### src/common/pbp_pkg.sv
// Shared constants for the PLL bypass and phase-step control pair.
// Assumes one 50 MHz system clock shared by both ends.
package pbp_pkg;
  // ----------------------------------------------------------------
  // Clock and timing
  // ----------------------------------------------------------------
  localparam int          CLK_MHZ          = 50;
  localparam int          SCAN_HALF_CYC    = 4;    // Scan clock half period in CLK cycles.
  localparam int          SHIFT_TIME_NS    = 100;  // Internal shift time of the phase tap.
  localparam int          SHIFT_CYC        = (SHIFT_TIME_NS * CLK_MHZ + 999) / 1000;
  localparam logic [3:0]  SHIFT_CNT_LOAD   = 4'(SHIFT_CYC - 1);
  // ----------------------------------------------------------------
  // Counter setting layout: {odd_fix, low[7:0], bypass, high[7:0]}
  // ----------------------------------------------------------------
  localparam int          CNT_W            = 18;
  localparam int          CNT_BYP_BIT      = 8;
  localparam int          CNT_ODD_BIT      = 17;
  localparam int          NUM_CNT          = 12;   // 0 = input div, 1 = feedback, 2.. outputs.
  localparam logic [3:0]  SEL_ALL_OUT      = 4'h0;
  localparam logic [3:0]  SEL_FB           = 4'h1;
  localparam logic [3:0]  SEL_LAST_SMALL   = 4'h8; // Output counter 6.
  localparam logic [3:0]  SEL_LAST_LARGE   = 4'hb; // Output counter 9.
  localparam logic [17:0] CNT_RESET        = 18'h00100; // Bypassed after reset.
  localparam logic [1:0]  POST_DIV_FACTOR  = 2'h2;
  localparam logic [2:0]  TAP_RESET        = 3'h0;
  // ----------------------------------------------------------------
  // Controller register map
  // ----------------------------------------------------------------
  localparam logic [7:0]  ADDR_CTRL        = 8'h00;
  localparam logic [7:0]  ADDR_STATUS      = 8'h04;
  localparam int          CTRL_DIR_BIT     = 4;
  localparam int          CTRL_GO_BIT      = 8;
  localparam int          STAT_BUSY_BIT    = 0;
  localparam int          STAT_DONE_BIT    = 1;

  typedef enum logic [1:0] {HTRANS_IDLE = 2'h0, HTRANS_NONSEQ = 2'h2} pbp_htrans_t;
endpackage

### src/common/pbp_if.sv
// Link between the phase-step controller and the PLL reconfiguration end.
// Assumes both ends run on the same system clock; the scan clock is a level.
`timescale 1ns/10ps
interface pbp_if;
  logic       scan_clk;
  logic       shift_request;
  logic       shift_direction;
  logic [3:0] shift_target_sel;
  logic       shift_complete;

  modport dev (input scan_clk, input shift_request, input shift_direction,
               input shift_target_sel, output shift_complete);
  modport ctl (output scan_clk, output shift_request, output shift_direction,
               output shift_target_sel, input shift_complete);
endinterface

### src/rtl/pbp_scan_div.sv
// Scan clock divider: a level plus one-cycle rise and fall enables.
// Assumes a single system clock; the level is only ever sampled, never used as a clock.
`timescale 1ns/10ps
module pbp_scan_div (
  input  wire logic clk,
  input  wire logic rst_n,
  output logic      scan_clk_reg,
  output logic      rise,
  output logic      fall
);
  logic [3:0] cnt_reg;

  // Free-running divider; the scan clock never stops so the far end can count edges.
  always_ff @(posedge clk or negedge rst_n) begin
    if (!rst_n) begin
      cnt_reg      <= 4'h0;
      scan_clk_reg <= 1'b0;
      rise         <= 1'b0;
      fall         <= 1'b0;
    end else begin
      rise <= 1'b0;
      fall <= 1'b0;
      if (cnt_reg == 4'(pbp_pkg::SCAN_HALF_CYC - 1)) begin
        cnt_reg      <= 4'h0;
        scan_clk_reg <= ~scan_clk_reg;
        rise         <= ~scan_clk_reg;
        fall         <= scan_clk_reg;
      end else begin
        cnt_reg <= cnt_reg + 4'h1;
      end
    end
  end
endmodule

### src/rtl/pbp_step_ctl.sv
// Phase-step controller: AHB-Lite registers and the step request handshake.
// Assumes a single AHB-Lite master and the PLL end on the other side of pbp_if.
`timescale 1ns/10ps
module pbp_step_ctl (
  input  wire logic        CLK,
  input  wire logic        RESETN,
  input  wire logic        HSEL,
  input  wire logic [31:0] HADDR,
  input  wire logic [1:0]  HTRANS,
  input  wire logic        HWRITE,
  input  wire logic [2:0]  HSIZE,
  input  wire logic [31:0] HWDATA,
  input  wire logic        HREADY,
  output logic             HREADYOUT,
  output logic             HRESP,
  output logic      [31:0] HRDATA,
  pbp_if.ctl               LINK
);
  typedef enum logic [2:0] {C_IDLE, C_SETUP, C_HOLD, C_WAIT_HIGH, C_GAP} pbp_ctl_st_t;

  logic        scan_clk;
  logic        scan_rise;
  logic        scan_fall;
  logic        wr_pend_reg;
  logic [7:0]  wr_addr_reg;
  logic [3:0]  sel_cfg_reg;
  logic        dir_cfg_reg;
  logic        go_reg;
  logic        go_set;
  logic        done_meta_reg;
  logic        done_sync_reg;
  logic        seen_low_reg;
  logic        hold_two_reg;
  logic [15:0] step_cnt_reg;
  logic        req_reg;
  logic        dir_reg;
  logic [3:0]  sel_reg;
  pbp_ctl_st_t st_reg;

  pbp_scan_div u_div (
    .clk          (CLK),
    .rst_n        (RESETN),
    .scan_clk_reg (scan_clk),
    .rise         (scan_rise),
    .fall         (scan_fall)
  );

  // ----------------------------------------------------------------
  // AHB-Lite slave
  // ----------------------------------------------------------------
  // Zero wait states; read data is formed in the address phase so it leaves a flop.
  always_ff @(posedge CLK or negedge RESETN) begin
    if (!RESETN) begin
      wr_pend_reg <= 1'b0;
      wr_addr_reg <= 8'h00;
      HRDATA      <= 32'h00000000;
    end else if (HREADY) begin
      wr_pend_reg <= HSEL && HTRANS[1] && HWRITE;
      wr_addr_reg <= HADDR[7:0];
      HRDATA      <= 32'h00000000;
      if (HSEL && HTRANS[1] && !HWRITE) begin
        if (HADDR[7:0] == pbp_pkg::ADDR_CTRL) begin
          HRDATA <= {27'h0000000, dir_cfg_reg, sel_cfg_reg};
        end else if (HADDR[7:0] == pbp_pkg::ADDR_STATUS) begin
          HRDATA <= {step_cnt_reg, 14'h0000, done_sync_reg, (go_reg || st_reg != C_IDLE)};
        end
      end
    end
  end

  assign go_set = wr_pend_reg && (wr_addr_reg == pbp_pkg::ADDR_CTRL) &&
                  HWDATA[pbp_pkg::CTRL_GO_BIT];

  // Control register; go is held pending until the sequencer takes it.
  always_ff @(posedge CLK or negedge RESETN) begin
    if (!RESETN) begin
      sel_cfg_reg <= 4'h0;
      dir_cfg_reg <= 1'b0;
      go_reg      <= 1'b0;
    end else begin
      if (wr_pend_reg && wr_addr_reg == pbp_pkg::ADDR_CTRL) begin
        sel_cfg_reg <= HWDATA[3:0];
        dir_cfg_reg <= HWDATA[pbp_pkg::CTRL_DIR_BIT];
      end
      // Set wins over the take so a go written in that cycle is not lost.
      if (go_set) begin
        go_reg <= 1'b1;
      end else if (st_reg == C_IDLE && scan_rise) begin
        go_reg <= 1'b0;
      end
    end
  end

  // Done can rise on the far end's own timing, so it is resynchronised.
  // done synchroniser
  always_ff @(posedge CLK or negedge RESETN) begin
    if (!RESETN) begin
      done_meta_reg <= 1'b1;
      done_sync_reg <= 1'b1;
    end else begin
      done_meta_reg <= LINK.shift_complete;
      done_sync_reg <= done_meta_reg;
    end
  end

  // ----------------------------------------------------------------
  // Step handshake, all changes on scan clock rising edges except the seen_low_reg set
  // ----------------------------------------------------------------
  always_ff @(posedge CLK or negedge RESETN) begin
    if (!RESETN) begin
      st_reg       <= C_IDLE;
      req_reg      <= 1'b0;
      dir_reg      <= 1'b0;
      sel_reg      <= 4'h0;
      seen_low_reg <= 1'b0;
      hold_two_reg <= 1'b0;
      step_cnt_reg <= 16'h0000;
    end else begin
      // A low done pulse can be shorter than a scan cycle, so remember it.
      if (st_reg == C_HOLD && !done_sync_reg) begin
        seen_low_reg <= 1'b1;
      end
      unique case (st_reg)
        C_IDLE: begin
          if (go_reg && scan_rise) begin
            sel_reg <= sel_cfg_reg;
            dir_reg <= dir_cfg_reg;
            st_reg  <= C_SETUP;
          end
        end
        C_SETUP: begin
          if (scan_rise) begin
            req_reg      <= 1'b1;
            seen_low_reg <= 1'b0;
            hold_two_reg <= 1'b0;
            st_reg       <= C_HOLD;
          end
        end
        C_HOLD: begin
          if (scan_rise) begin
            hold_two_reg <= 1'b1;
            if (hold_two_reg && (seen_low_reg || !done_sync_reg)) begin
              req_reg <= 1'b0;
              st_reg  <= C_WAIT_HIGH;
            end
          end
        end
        C_WAIT_HIGH: begin
          if (scan_rise && done_sync_reg) begin
            step_cnt_reg <= step_cnt_reg + 16'h0001;
            st_reg       <= C_GAP;
          end
        end
        C_GAP: begin
          if (scan_rise) begin
            st_reg <= C_IDLE;
          end
        end
        default: begin
          st_reg <= C_IDLE;
        end
      endcase
    end
  end

  // Outputs from flip-flops except HRESP, which is tied low; the response is always OKAY.
  always_ff @(posedge CLK or negedge RESETN) begin
    if (!RESETN) begin
      HREADYOUT <= 1'b0;
    end else begin
      HREADYOUT <= 1'b1;
    end
  end

  assign HRESP                 = 1'b0;
  assign LINK.scan_clk         = scan_clk;
  assign LINK.shift_request    = req_reg;
  assign LINK.shift_direction  = dir_reg;
  assign LINK.shift_target_sel = sel_reg;
endmodule

### src/flat_wrapper.sv
// flat-port wrapper written by rule: the top's interface ports become plain ports
module pbp_step_ctl_flat 
  (CLK, RESETN, HSEL, HADDR, HTRANS, HWRITE, HSIZE, HWDATA, HREADY, HREADYOUT, HRESP, HRDATA, LINK_scan_clk, LINK_shift_request, LINK_shift_direction, LINK_shift_target_sel, LINK_shift_complete);
  pbp_if LINK_i ();
  input  wire logic CLK;
  input  wire logic RESETN;
  input  wire logic HSEL;
  input  wire logic [31:0] HADDR;
  input  wire logic [1:0] HTRANS;
  input  wire logic HWRITE;
  input  wire logic [2:0] HSIZE;
  input  wire logic [31:0] HWDATA;
  input  wire logic HREADY;
  output logic HREADYOUT;
  output logic HRESP;
  output logic      [31:0] HRDATA;
  output wire logic [$bits(LINK_i.scan_clk)-1:0] LINK_scan_clk;
  output wire logic [$bits(LINK_i.shift_request)-1:0] LINK_shift_request;
  output wire logic [$bits(LINK_i.shift_direction)-1:0] LINK_shift_direction;
  output wire logic [$bits(LINK_i.shift_target_sel)-1:0] LINK_shift_target_sel;
  input wire logic [$bits(LINK_i.shift_complete)-1:0] LINK_shift_complete;
  assign LINK_scan_clk = LINK_i.scan_clk;
  assign LINK_shift_request = LINK_i.shift_request;
  assign LINK_shift_direction = LINK_i.shift_direction;
  assign LINK_shift_target_sel = LINK_i.shift_target_sel;
  assign LINK_i.shift_complete = LINK_shift_complete;
  pbp_step_ctl u_core (.CLK(CLK), .RESETN(RESETN), .HSEL(HSEL), .HADDR(HADDR), .HTRANS(HTRANS), .HWRITE(HWRITE), .HSIZE(HSIZE), .HWDATA(HWDATA), .HREADY(HREADY), .HREADYOUT(HREADYOUT), .HRESP(HRESP), .HRDATA(HRDATA), .LINK(LINK_i));
endmodule
### config.mk
export PLATFORM = sky130hd
export DESIGN_NAME = pbp_step_ctl_flat
export DESIGN_NICKNAME = d
export VERILOG_FILES = /design/src/common/pbp_pkg.sv /design/src/common/pbp_if.sv /design/src/rtl/pbp_scan_div.sv /design/src/rtl/pbp_step_ctl.sv /design/src/flat_wrapper.sv
export SDC_FILE = /design/constraint.sdc
export NUM_CORES = 1
export LEC_CHECK = 0
export ABC_CLOCK_PERIOD_IN_PS = 1850
export CORE_MARGIN = 3
export CORE_UTILIZATION = 45
export CTS_CLUSTER_DIAMETER = 200
export DETAILED_ROUTE_END_ITERATION = 8
export DONT_BUFFER_PORTS = 1
export PLACE_DENSITY = 0.59
export SLEW_MARGIN = 20
export SYNTH_ARGS = -nofsm -noshare
export SYNTH_HDL_FRONTEND = slang
export SYNTH_HIERARCHICAL = 1
export SYNTH_SLANG_ARGS = --single-unit
### constraint.sdc
create_clock -name CLK -period 1.85 [get_ports CLK]
set_input_delay 0.37 -clock CLK [delete_from_list [all_inputs] [get_ports CLK]]
set_output_delay 0.37 -clock CLK [all_outputs]
set_load 0.02 [all_outputs]
==> results.toml, run 1 <==
[clocking]
cts_tree = "done"
cts_setup_buffers = 0
cts_buffer_depth = 2
htreeDepth = 3
cts_repair_resize_count = 0
cts_root_buf = "clkbuf_8"
clk_pin_slew_worst_paths_ps = 80
clkSinkCount = 72
clock_latency_ps = 340
numCtsBuffers = 9

[global_routing]
gr-usage-all-layers = 0.1500
grt_overflow_total = 0
antenna_found_initial = 0
grt_pass1_vias = 1797
grt_start_max_net_pins = 73
grt_first_pass_wirelength_microns = 8818

[cells_and_area]
largest_register_ff_count = 21
fillerInstances = 577
antenna_cells = 0
syn2layout_area_growth_pct = 8.749
drive_gt1_frac = 0.2070
final_common_cell = "dfrtp_1"
mostFrequentLayoutCells = "dfrtp_1 (70), a22o_1 (19), nand2_1 (18), mux2_2 (18), conb_1 (13)"
nets = 328

[detailed_routing]
drc = 0
post_drt_wl_per_cell_microns = 15.71
finalWirelength_microns = 5230
dr.first_iter.drc_count = 86
via_per_inst = 5.279
ant_nets = 0
first_pass_iters = 4
vias = 1758

[yosys]
syn_area_sq_um = 3060
yosysWarnings = 6
avgSynthCellArea_sq_um = 12.49
synthCells = 245

[run_status]
status = "finished with violations"
violations = "hold timing"

[critical_path]
cp-end-kind = "flop"
critical_path_required_ps = 2070
cp.arrival_ps = 1780
start_kind = "flop"
cpPeakStageDelay_ps = 590
slowest_stage = "dfstp_2"
path_class = "reg2reg"
cp_max_fo = 8
crit_chain = "and3_4 -> and2_1 -> nand4_1 -> xnor2_1"

[sta]
hold_viol = 72
fmax_mhz = 639.0
period_share = 0.8459
maxSlewViolCount = 0
timing.final.crit_period_ps = 1565
final.setup.tns_ps = 0
skew_ps = 9.596
finalSetupViolCount = 0
holdWs_ps = -281.1
rsz0062_at_grt = "false"

[floorplanning]
ios = 116
row_count = 29
die-width_microns = 88.47
coreArea_sq_um = 6459
dieArea_sq_um = 7826
chipHeight_microns = 88.47
initial_core_util = 0.4738

[placement]
portBuffers = 0
hpwl_microns = 3587
globalplace.congestion = 0.7444

[worst_hold_path]
hold_class = "in2async"

[power]
irDropWorstVdd_mv = 0.5952
powerDensity_nw_per_um2 = 970.9
p_leak_nw = 1.561

[run]
maxCapViolCount = 0
critical path: cells and delay by family (launching register included):
| kind | cells | cell delay [ps] |
|---|---|---|
| simple gates | 3 | 690 |
| flops | 1 | 590 |
| xor+xnor | 1 | 160 |
final timing paths:
kind	cells past startpoint	slack [ps]	from	to
worst max-delay path	4	290	u_core/done_sync_reg	u_core/step_cnt_reg[14]
worst min-delay path	0	-280	RESETN	u_core/HRDATA[31]
worst max register to register	4	290	u_core/done_sync_reg	u_core/step_cnt_reg[14]
worst min register to register	0	350	u_core/done_meta_reg	u_core/done_sync_reg
max in group asynchronous	0	1930	RESETN	u_core/done_meta_reg
min in group CLK	1	140	HREADY	u_core/wr_pend_reg
where the power goes:
| part | switching [mW] | total [mW] | internal [mW] | leakage (nW) |
|---|---|---|---|---|
| Combinational | 0.0605 | 0.110 | 0.0496 | 0.507 |
| Clock | 0.552 | 1.44 | 0.891 | 0.116 |
| Sequential | 0.0532 | 1.68 | 1.63 | 0.938 |
| Total | 0.666 | 3.23 | 2.57 | 1.56 |
metal layers:
metal,global-route usage,up-vias,routed length [microns]
li1,-,846,-
met4,0.05357,0,29
met1,0.1777,861,2374
met5,0,-,0
met3,0.08194,2,339
met2,0.2318,49,2487
layout make-up:
type                       instances  area (sq um)  area share
timing repair buffer               4         32.53    0.009774
multi-input combinational        156          1130      0.3395
clock buffer                      10         127.6     0.03835
clock inverter                     6         107.6     0.03233
sequential                        72          1804      0.5421
tap                               77         96.34     0.02895
inverter                           8         30.03    0.009023
per-stage QoR:
stage / total power [mW] / utilization / instance area (sq um) / cells / setup slack [ps]
4_1_cts: 3.281 / 0.5138 / 3318 / 332 / 269.1
5_1_grt: 3.377 / 0.5153 / 3328 / 333 / 174.6
6_report: 3.231 / 0.5153 / 3328 / 333 / 285.1
2_1_floorplan: 1.816 / - / 3102 / 256 / 462.9
3_3_place_gp: 1.813 / 0.4773 / 3083 / 316 / 274.2
3_5_place_dp: 1.817 / 0.4773 / 3083 / 316 / 296.7
Note: power is estimated with default switching activity, not from simulation.
==> inputs of run 2 (changes only) <==
--- a/config.mk
+++ b/config.mk
@@ -5,13 +5,14 @@
 export SDC_FILE = /design/constraint.sdc
 export NUM_CORES = 1
 export LEC_CHECK = 0
-export ABC_CLOCK_PERIOD_IN_PS = 1850
+export ABC_AREA = 1
+export ABC_CLOCK_PERIOD_IN_PS = 1280
 export CORE_MARGIN = 3
 export CORE_UTILIZATION = 45
 export CTS_CLUSTER_DIAMETER = 200
 export DETAILED_ROUTE_END_ITERATION = 8
 export DONT_BUFFER_PORTS = 1
-export PLACE_DENSITY = 0.59
+export PLACE_DENSITY = 0.61
 export SLEW_MARGIN = 20
 export SYNTH_ARGS = -nofsm -noshare
 export SYNTH_HDL_FRONTEND = slang
==> constraint.sdc (replaced) <==
create_clock -name CLK -period 1.28 [get_ports CLK]
set_input_delay 0.256 -clock CLK [delete_from_list [all_inputs] [get_ports CLK]]
set_output_delay 0.256 -clock CLK [all_outputs]
set_load 0.02 [all_outputs]
==> results.toml, run 2 <==
[placement]
portBuffers = 0
dp_cells = 487
hpwl_microns = 4612
globalplace.congestion = 0.7910
dpl-instance-area_sq_um = 3527
preCtsSetupSlack_ps = -66.02

[clocking]
htreeDepth = 3
cts_tree = "done"
cts_root_buf = "clkbuf_8"
clock_latency_ps = 350
clkSinkCount = 72
clk_pin_slew_worst_paths_ps = 80
numCtsBuffers = 9
cts_buffer_depth = 2

[sta]
fmax_mhz = 781.5
fin_ws_ps = 0.3955
timing.final.crit_period_ps = 1280
rsz0062_at_grt = "true"
maxSlewViolCount = 0
finalSetupViolCount = 0
holdWs_ps = -403.9
hold_viol = 72
skew_ps = 14.09
period_share = 0.9997

[run_status]
status = "finished with violations"
violations = "hold timing"

[floorplanning]
initial_core_util = 0.4742
chipHeight_microns = 91.55
ios = 116
coreArea_sq_um = 6944
die-width_microns = 91.55
row_count = 30
dieArea_sq_um = 8380

[global_routing]
antenna_found_initial = 0
grt_overflow_total = 0
grt_first_pass_wirelength_microns = 11630
grt_pass1_vias = 2471
gr-usage-all-layers = 0.1736
grt_start_max_net_pins = 73

[power]
power_mw = 5.248
powerDensity_nw_per_um2 = 1322
p_leak_nw = 1.954
irDropWorstVdd_mv = 0.5817

[cells_and_area]
syn2layout_area_growth_pct = 20.55
antenna_cells = 0
register_area_sq_um = 1805
fillerInstances = 634
largest_register_ff_count = 21
multi_input_area_sq_um = 1360
final_util = 0.5717
drive_gt1_frac = 0.2201
nets = 490
stdcell_area_sq_um = 3970
final_common_cell = "nand2_1"
instances_no_fill = 514
mostFrequentLayoutCells = "nand2_1 (106), dfrtp_1 (69), o21ai_0 (36)"

[critical_path]
cp-end-kind = "flop"
reg2reg_slack_ps = 0.4
cp_max_fo = 3
critical_path_required_ps = 1510
start_kind = "flop"
cp.arrival_ps = 1510
path_class = "reg2reg"

[yosys]
yosysWarnings = 6
syn_area_sq_um = 3293
synthCells = 378
avgSynthCellArea_sq_um = 8.712

[detailed_routing]
first_pass_iters = 4
via_per_inst = 4.835
finalWirelength_microns = 6797
vias = 2485
ant_nets = 0
dr.first_iter.drc_count = 129
post_drt_wl_per_cell_microns = 13.22
drc = 0

[worst_hold_path]
hold_class = "in2async"

[run]
maxCapViolCount = 0
-- run 2: power breakdown --
| group | leakage (nW) | switching (mW) | total, mW | internal (mW) |
|---|---|---|---|---|
| sequential | 0.917 | 0.126 | 2.54 | 2.42 |
| combinational | 0.921 | 0.408 | 0.678 | 0.269 |
| clock | 0.116 | 0.905 | 2.03 | 1.12 |
-- run 2: worst paths after layout --
path                                        startpoint                endpoint  cells after the start
worst min register to register    u_core/done_meta_reg    u_core/done_sync_reg                      0
worst min-delay path                            RESETN        u_core/HREADYOUT                      0
worst max-delay path            u_core/step_cnt_reg[0]  u_core/step_cnt_reg[8]                      7
worst max register to register  u_core/step_cnt_reg[0]  u_core/step_cnt_reg[8]                      7
min in group CLK                                HREADY   u_core/wr_addr_reg[4]                      1
max in group asynchronous                       RESETN    u_core/done_meta_reg                      0
-- run 2: per-layer routing --
metal / share of wire / global-route usage / vias up
met5: 0 / 0 / -
met4: 0.016 / 0.05653 / 0
met3: 0.067 / 0.05468 / 12
met2: 0.48 / 0.2775 / 57
met1: 0.44 / 0.2235 / 1163
li1: - / - / 1253
-- run 2: layout make-up --
cell class                 count  area share
timing repair buffer          34     0.07942
multi-input combinational    260      0.3426
sequential                    72      0.4548
clock buffer                   9     0.03120
tap                           96     0.03026
clock inverter                 7     0.02584
inverter                      36     0.03593
-- run 2: what timing repair did --
item	4_1_cts	5_1_grt
hold endpoints to repair	74	74
endpoints found under the setup margin	22	23
gates resized for setup	8	30
buffers inserted	5	3
pin swaps	3	5
hold buffers	2	1
-- run 2: worst max-delay path, cell delays in order, from the launching register on --
cell and delay, ps:
dfrtp_1 430, ha_4 170, nand3_4 100, inv_4 90
nand2_4 60, nor2_8 130, nand2_2 70, xnor2_2 120
-- run 2: through the flow --
stage | TNS [ps] | hold WS (ps)
after floorplan | 0 | -39.59
after global placement | -114.9 | -38.07
after detailed placement | -182.7 | -37.78
after CTS | 0 | -417.0
after global routing | -641.4 | -442.7
final | 0 | -403.9
==> inputs of run 3 (changes only) <==
--- a/config.mk
+++ b/config.mk
@@ -12,9 +12,8 @@
 export CTS_CLUSTER_DIAMETER = 200
 export DETAILED_ROUTE_END_ITERATION = 8
 export DONT_BUFFER_PORTS = 1
-export PLACE_DENSITY = 0.61
+export PLACE_DENSITY_LB_ADDON = 0.3
 export SLEW_MARGIN = 20
 export SYNTH_ARGS = -nofsm -noshare
 export SYNTH_HDL_FRONTEND = slang
-export SYNTH_HIERARCHICAL = 1
 export SYNTH_SLANG_ARGS = --single-unit
==> results.toml, run 3 <==
[critical_path]
critPathTopFamily = "flip-flops"
start_kind = "flop"
cp.arrival_ps = 1540
path_class = "reg2reg"
slowest_stage = "dfrtp_2"
crit_chain = "buf_4 -> buf_4 -> nand2_2 -> nand3_2 -> nand2_2 -> inv_1 -> nand3_2 -> nor2_1 -> nor2_1"
startpoint = "u_core.st_reg[0]"
r2r_start = "u_core.st_reg[0]"
cp-end-kind = "flop"
cp.buffers_inverters = 3
cpPeakStageDelay_ps = 450
cp_max_fo = 4
critical_path_required_ps = 1550

[run_status]
status = "finished with violations"
violations = "hold timing"

[floorplanning]
die-width_microns = 90.78
ios = 116
row_count = 30
coreArea_sq_um = 6869
chipHeight_microns = 90.78
initial_core_util = 0.4709
dieArea_sq_um = 8241

[yosys]
ys_top_cells_by_area = "dfrtp_1 (54%), nand2_1 (12%), o21ai_0 (7.7%), inv_1 (4.9%), nand3_1 (3.1%)"
synthCells = 379
syn_area_sq_um = 3234
synthArstFlopShare = 1.000
ys_types = 25
synth_top_area_frac = 0.5416
synthTopCellsByCount = "nand2_1 (103), dfrtp_1 (70), o21ai_0 (50)"
synth_enable_flop_cells = 0
yosysMostFrequentCell = "nand2_1"
avgSynthCellArea_sq_um = 8.534
yosysWarnings = 0
yosysSeqAreaShare = 0.5578
synth_ff_type = "dfrtp_1"
yosys_register_bits = 72
yosysTopAreaCell = "dfrtp_1"

[placement]
preCtsSetupSlack_ps = -134.1
hpwl_microns = 4739
portBuffers = 0
dpl-instance-area_sq_um = 3455
globalplace.congestion = 0.8351

[detailed_routing]
finalWirelength_microns = 6719
via_per_inst = 4.851
vias = 2513
dr.first_iter.drc_count = 171
first_pass_iters = 4
post_drt_wl_per_cell_microns = 12.97
ant_nets = 0
drc = 0

[power]
p_leak_nw = 1.854
powerDensity_nw_per_um2 = 1185
irDropWorstVdd_mv = 0.4463

[global_routing]
grt_overflow_total = 0
grt_pass1_vias = 2536
gr-usage-all-layers = 0.1747
antenna_found_initial = 0
grt_start_max_net_pins = 73
grt_first_pass_wirelength_microns = 11530

[clocking]
numCtsBuffers = 9
clkSinkCount = 72
cts_tree = "done"
clock_latency_ps = 350
htreeDepth = 3
cts_buffer_depth = 2
clk_pin_slew_worst_paths_ps = 80
cts_root_buf = "clkbuf_8"

[cells_and_area]
nets = 494
largest_register_ff_count = 21
stdcell_area_sq_um = 3887
drive_gt1_frac = 0.2180
antenna_cells = 0
final_util = 0.5659
syn2layout_area_growth_pct = 20.19
mostFrequentLayoutCells = "nand2_1 (96), dfrtp_1 (66), o21ai_0 (41)"
final_common_cell = "nand2_1"
fillerInstances = 617

[sta]
rsz0062_at_grt = "true"
hold_viol = 72
period_share = 0.9930
maxSlewViolCount = 0
holdWs_ps = -396.9
skew_ps = 17.07
timing.final.crit_period_ps = 1271
fin_ws_ps = 9.004
fmax_mhz = 786.8
finalSetupViolCount = 0

[run]
maxCapViolCount = 0

[worst_hold_path]
hold_class = "in2async"
[run 3: path summary, 6_finish.rpt]
path                       slack, ps                     to  cells past startpoint
max in group asynchronous       1470   u_core.done_meta_reg                      0
min reg2reg                      360   u_core.done_sync_reg                      0
max reg2reg                        9       u_core.st_reg[1]                      9
max                                9       u_core.st_reg[1]                      9
min in group CLK                  20  u_core.wr_addr_reg[7]                      1
min                             -400  u_core.wr_addr_reg[4]                      0
[run 3: area by class of cell]
cell class | count | area, sq um | share of cell area
timing repair buffer | 34 | 270.3 | 0.06952
clock buffer | 10 | 137.6 | 0.03540
inverter | 43 | 163.9 | 0.04216
multi-input combinational | 257 | 1344 | 0.3457
sequential | 72 | 1809 | 0.4654
tap | 96 | 120.1 | 0.03090
clock inverter | 6 | 42.54 | 0.01094
[run 3: logic make-up (layout without fill, tap and decap cells)]
group / count (synthesis) / in the layout / share of synthesized area
compound gates: 64 / 64 / 0.1010
xor+xnor: 10 / 10 / 0.02708
fa+ha+maj: 2 / 2 / 0.007736
buf+inv: 62 / 93 / 0.08820
flops: 72 / 72 / 0.5578
other cells: 2 / 13 / 0.002322
simple gates: 167 / 168 / 0.2159
[run 3: routing by layer]
layer  share of wire  global-route usage  routed length (microns)  vias to the layer above
li1                -                   -                        -                     1255
met1            0.45              0.2114                     3054                     1185
met2            0.47              0.2829                     3143                       62
met5               0                   0                        0                        -
met4           0.018             0.09422                      123                        0
met3           0.059             0.04833                      398                       11
[run 3: what timing repair did]
action | 4_1_cts | 5_1_grt
endpoints found under the setup margin | 17 | 23
pin swaps | 14 | 16
gates resized for setup | 23 | 35
buffers inserted | 4 | 3
endpoints found under the hold margin | 74 | 73
gates cloned | 0 | 1
hold buffers | 2 | 1
[run 3: worst reg2reg max path, stage by stage, from the launching register on]
cell	delay, ps
dfrtp_2	450
buf_4	140
buf_4	130
nand2_2	60
nand3_2	60
nand2_2	70
inv_1	50
nand3_2	60
nor2_1	50
nor2_1	120
[run 3: metrics by stage]
step / std cells / power [mW] / setup TNS [ps] / hold WS, ps
finish: 518 / 4.609 / 0 / -396.9
global route: 518 / 4.837 / -963.8 / -427.7
CTS: 513 / 4.600 / -34.43 / -421.8
global placement: 491 / 2.886 / -516.3 / -37.25
floorplan: 390 / 2.796 / 0 / -39.59
detailed placement: 491 / 2.904 / -1050 / -38.14
[run 3: power breakdown]
part / switching (mW) / internal, mW
Sequential: 0.110 / 2.40
Combinational: 0.261 / 0.211
Clock: 0.867 / 0.758
Total: 1.24 / 3.37
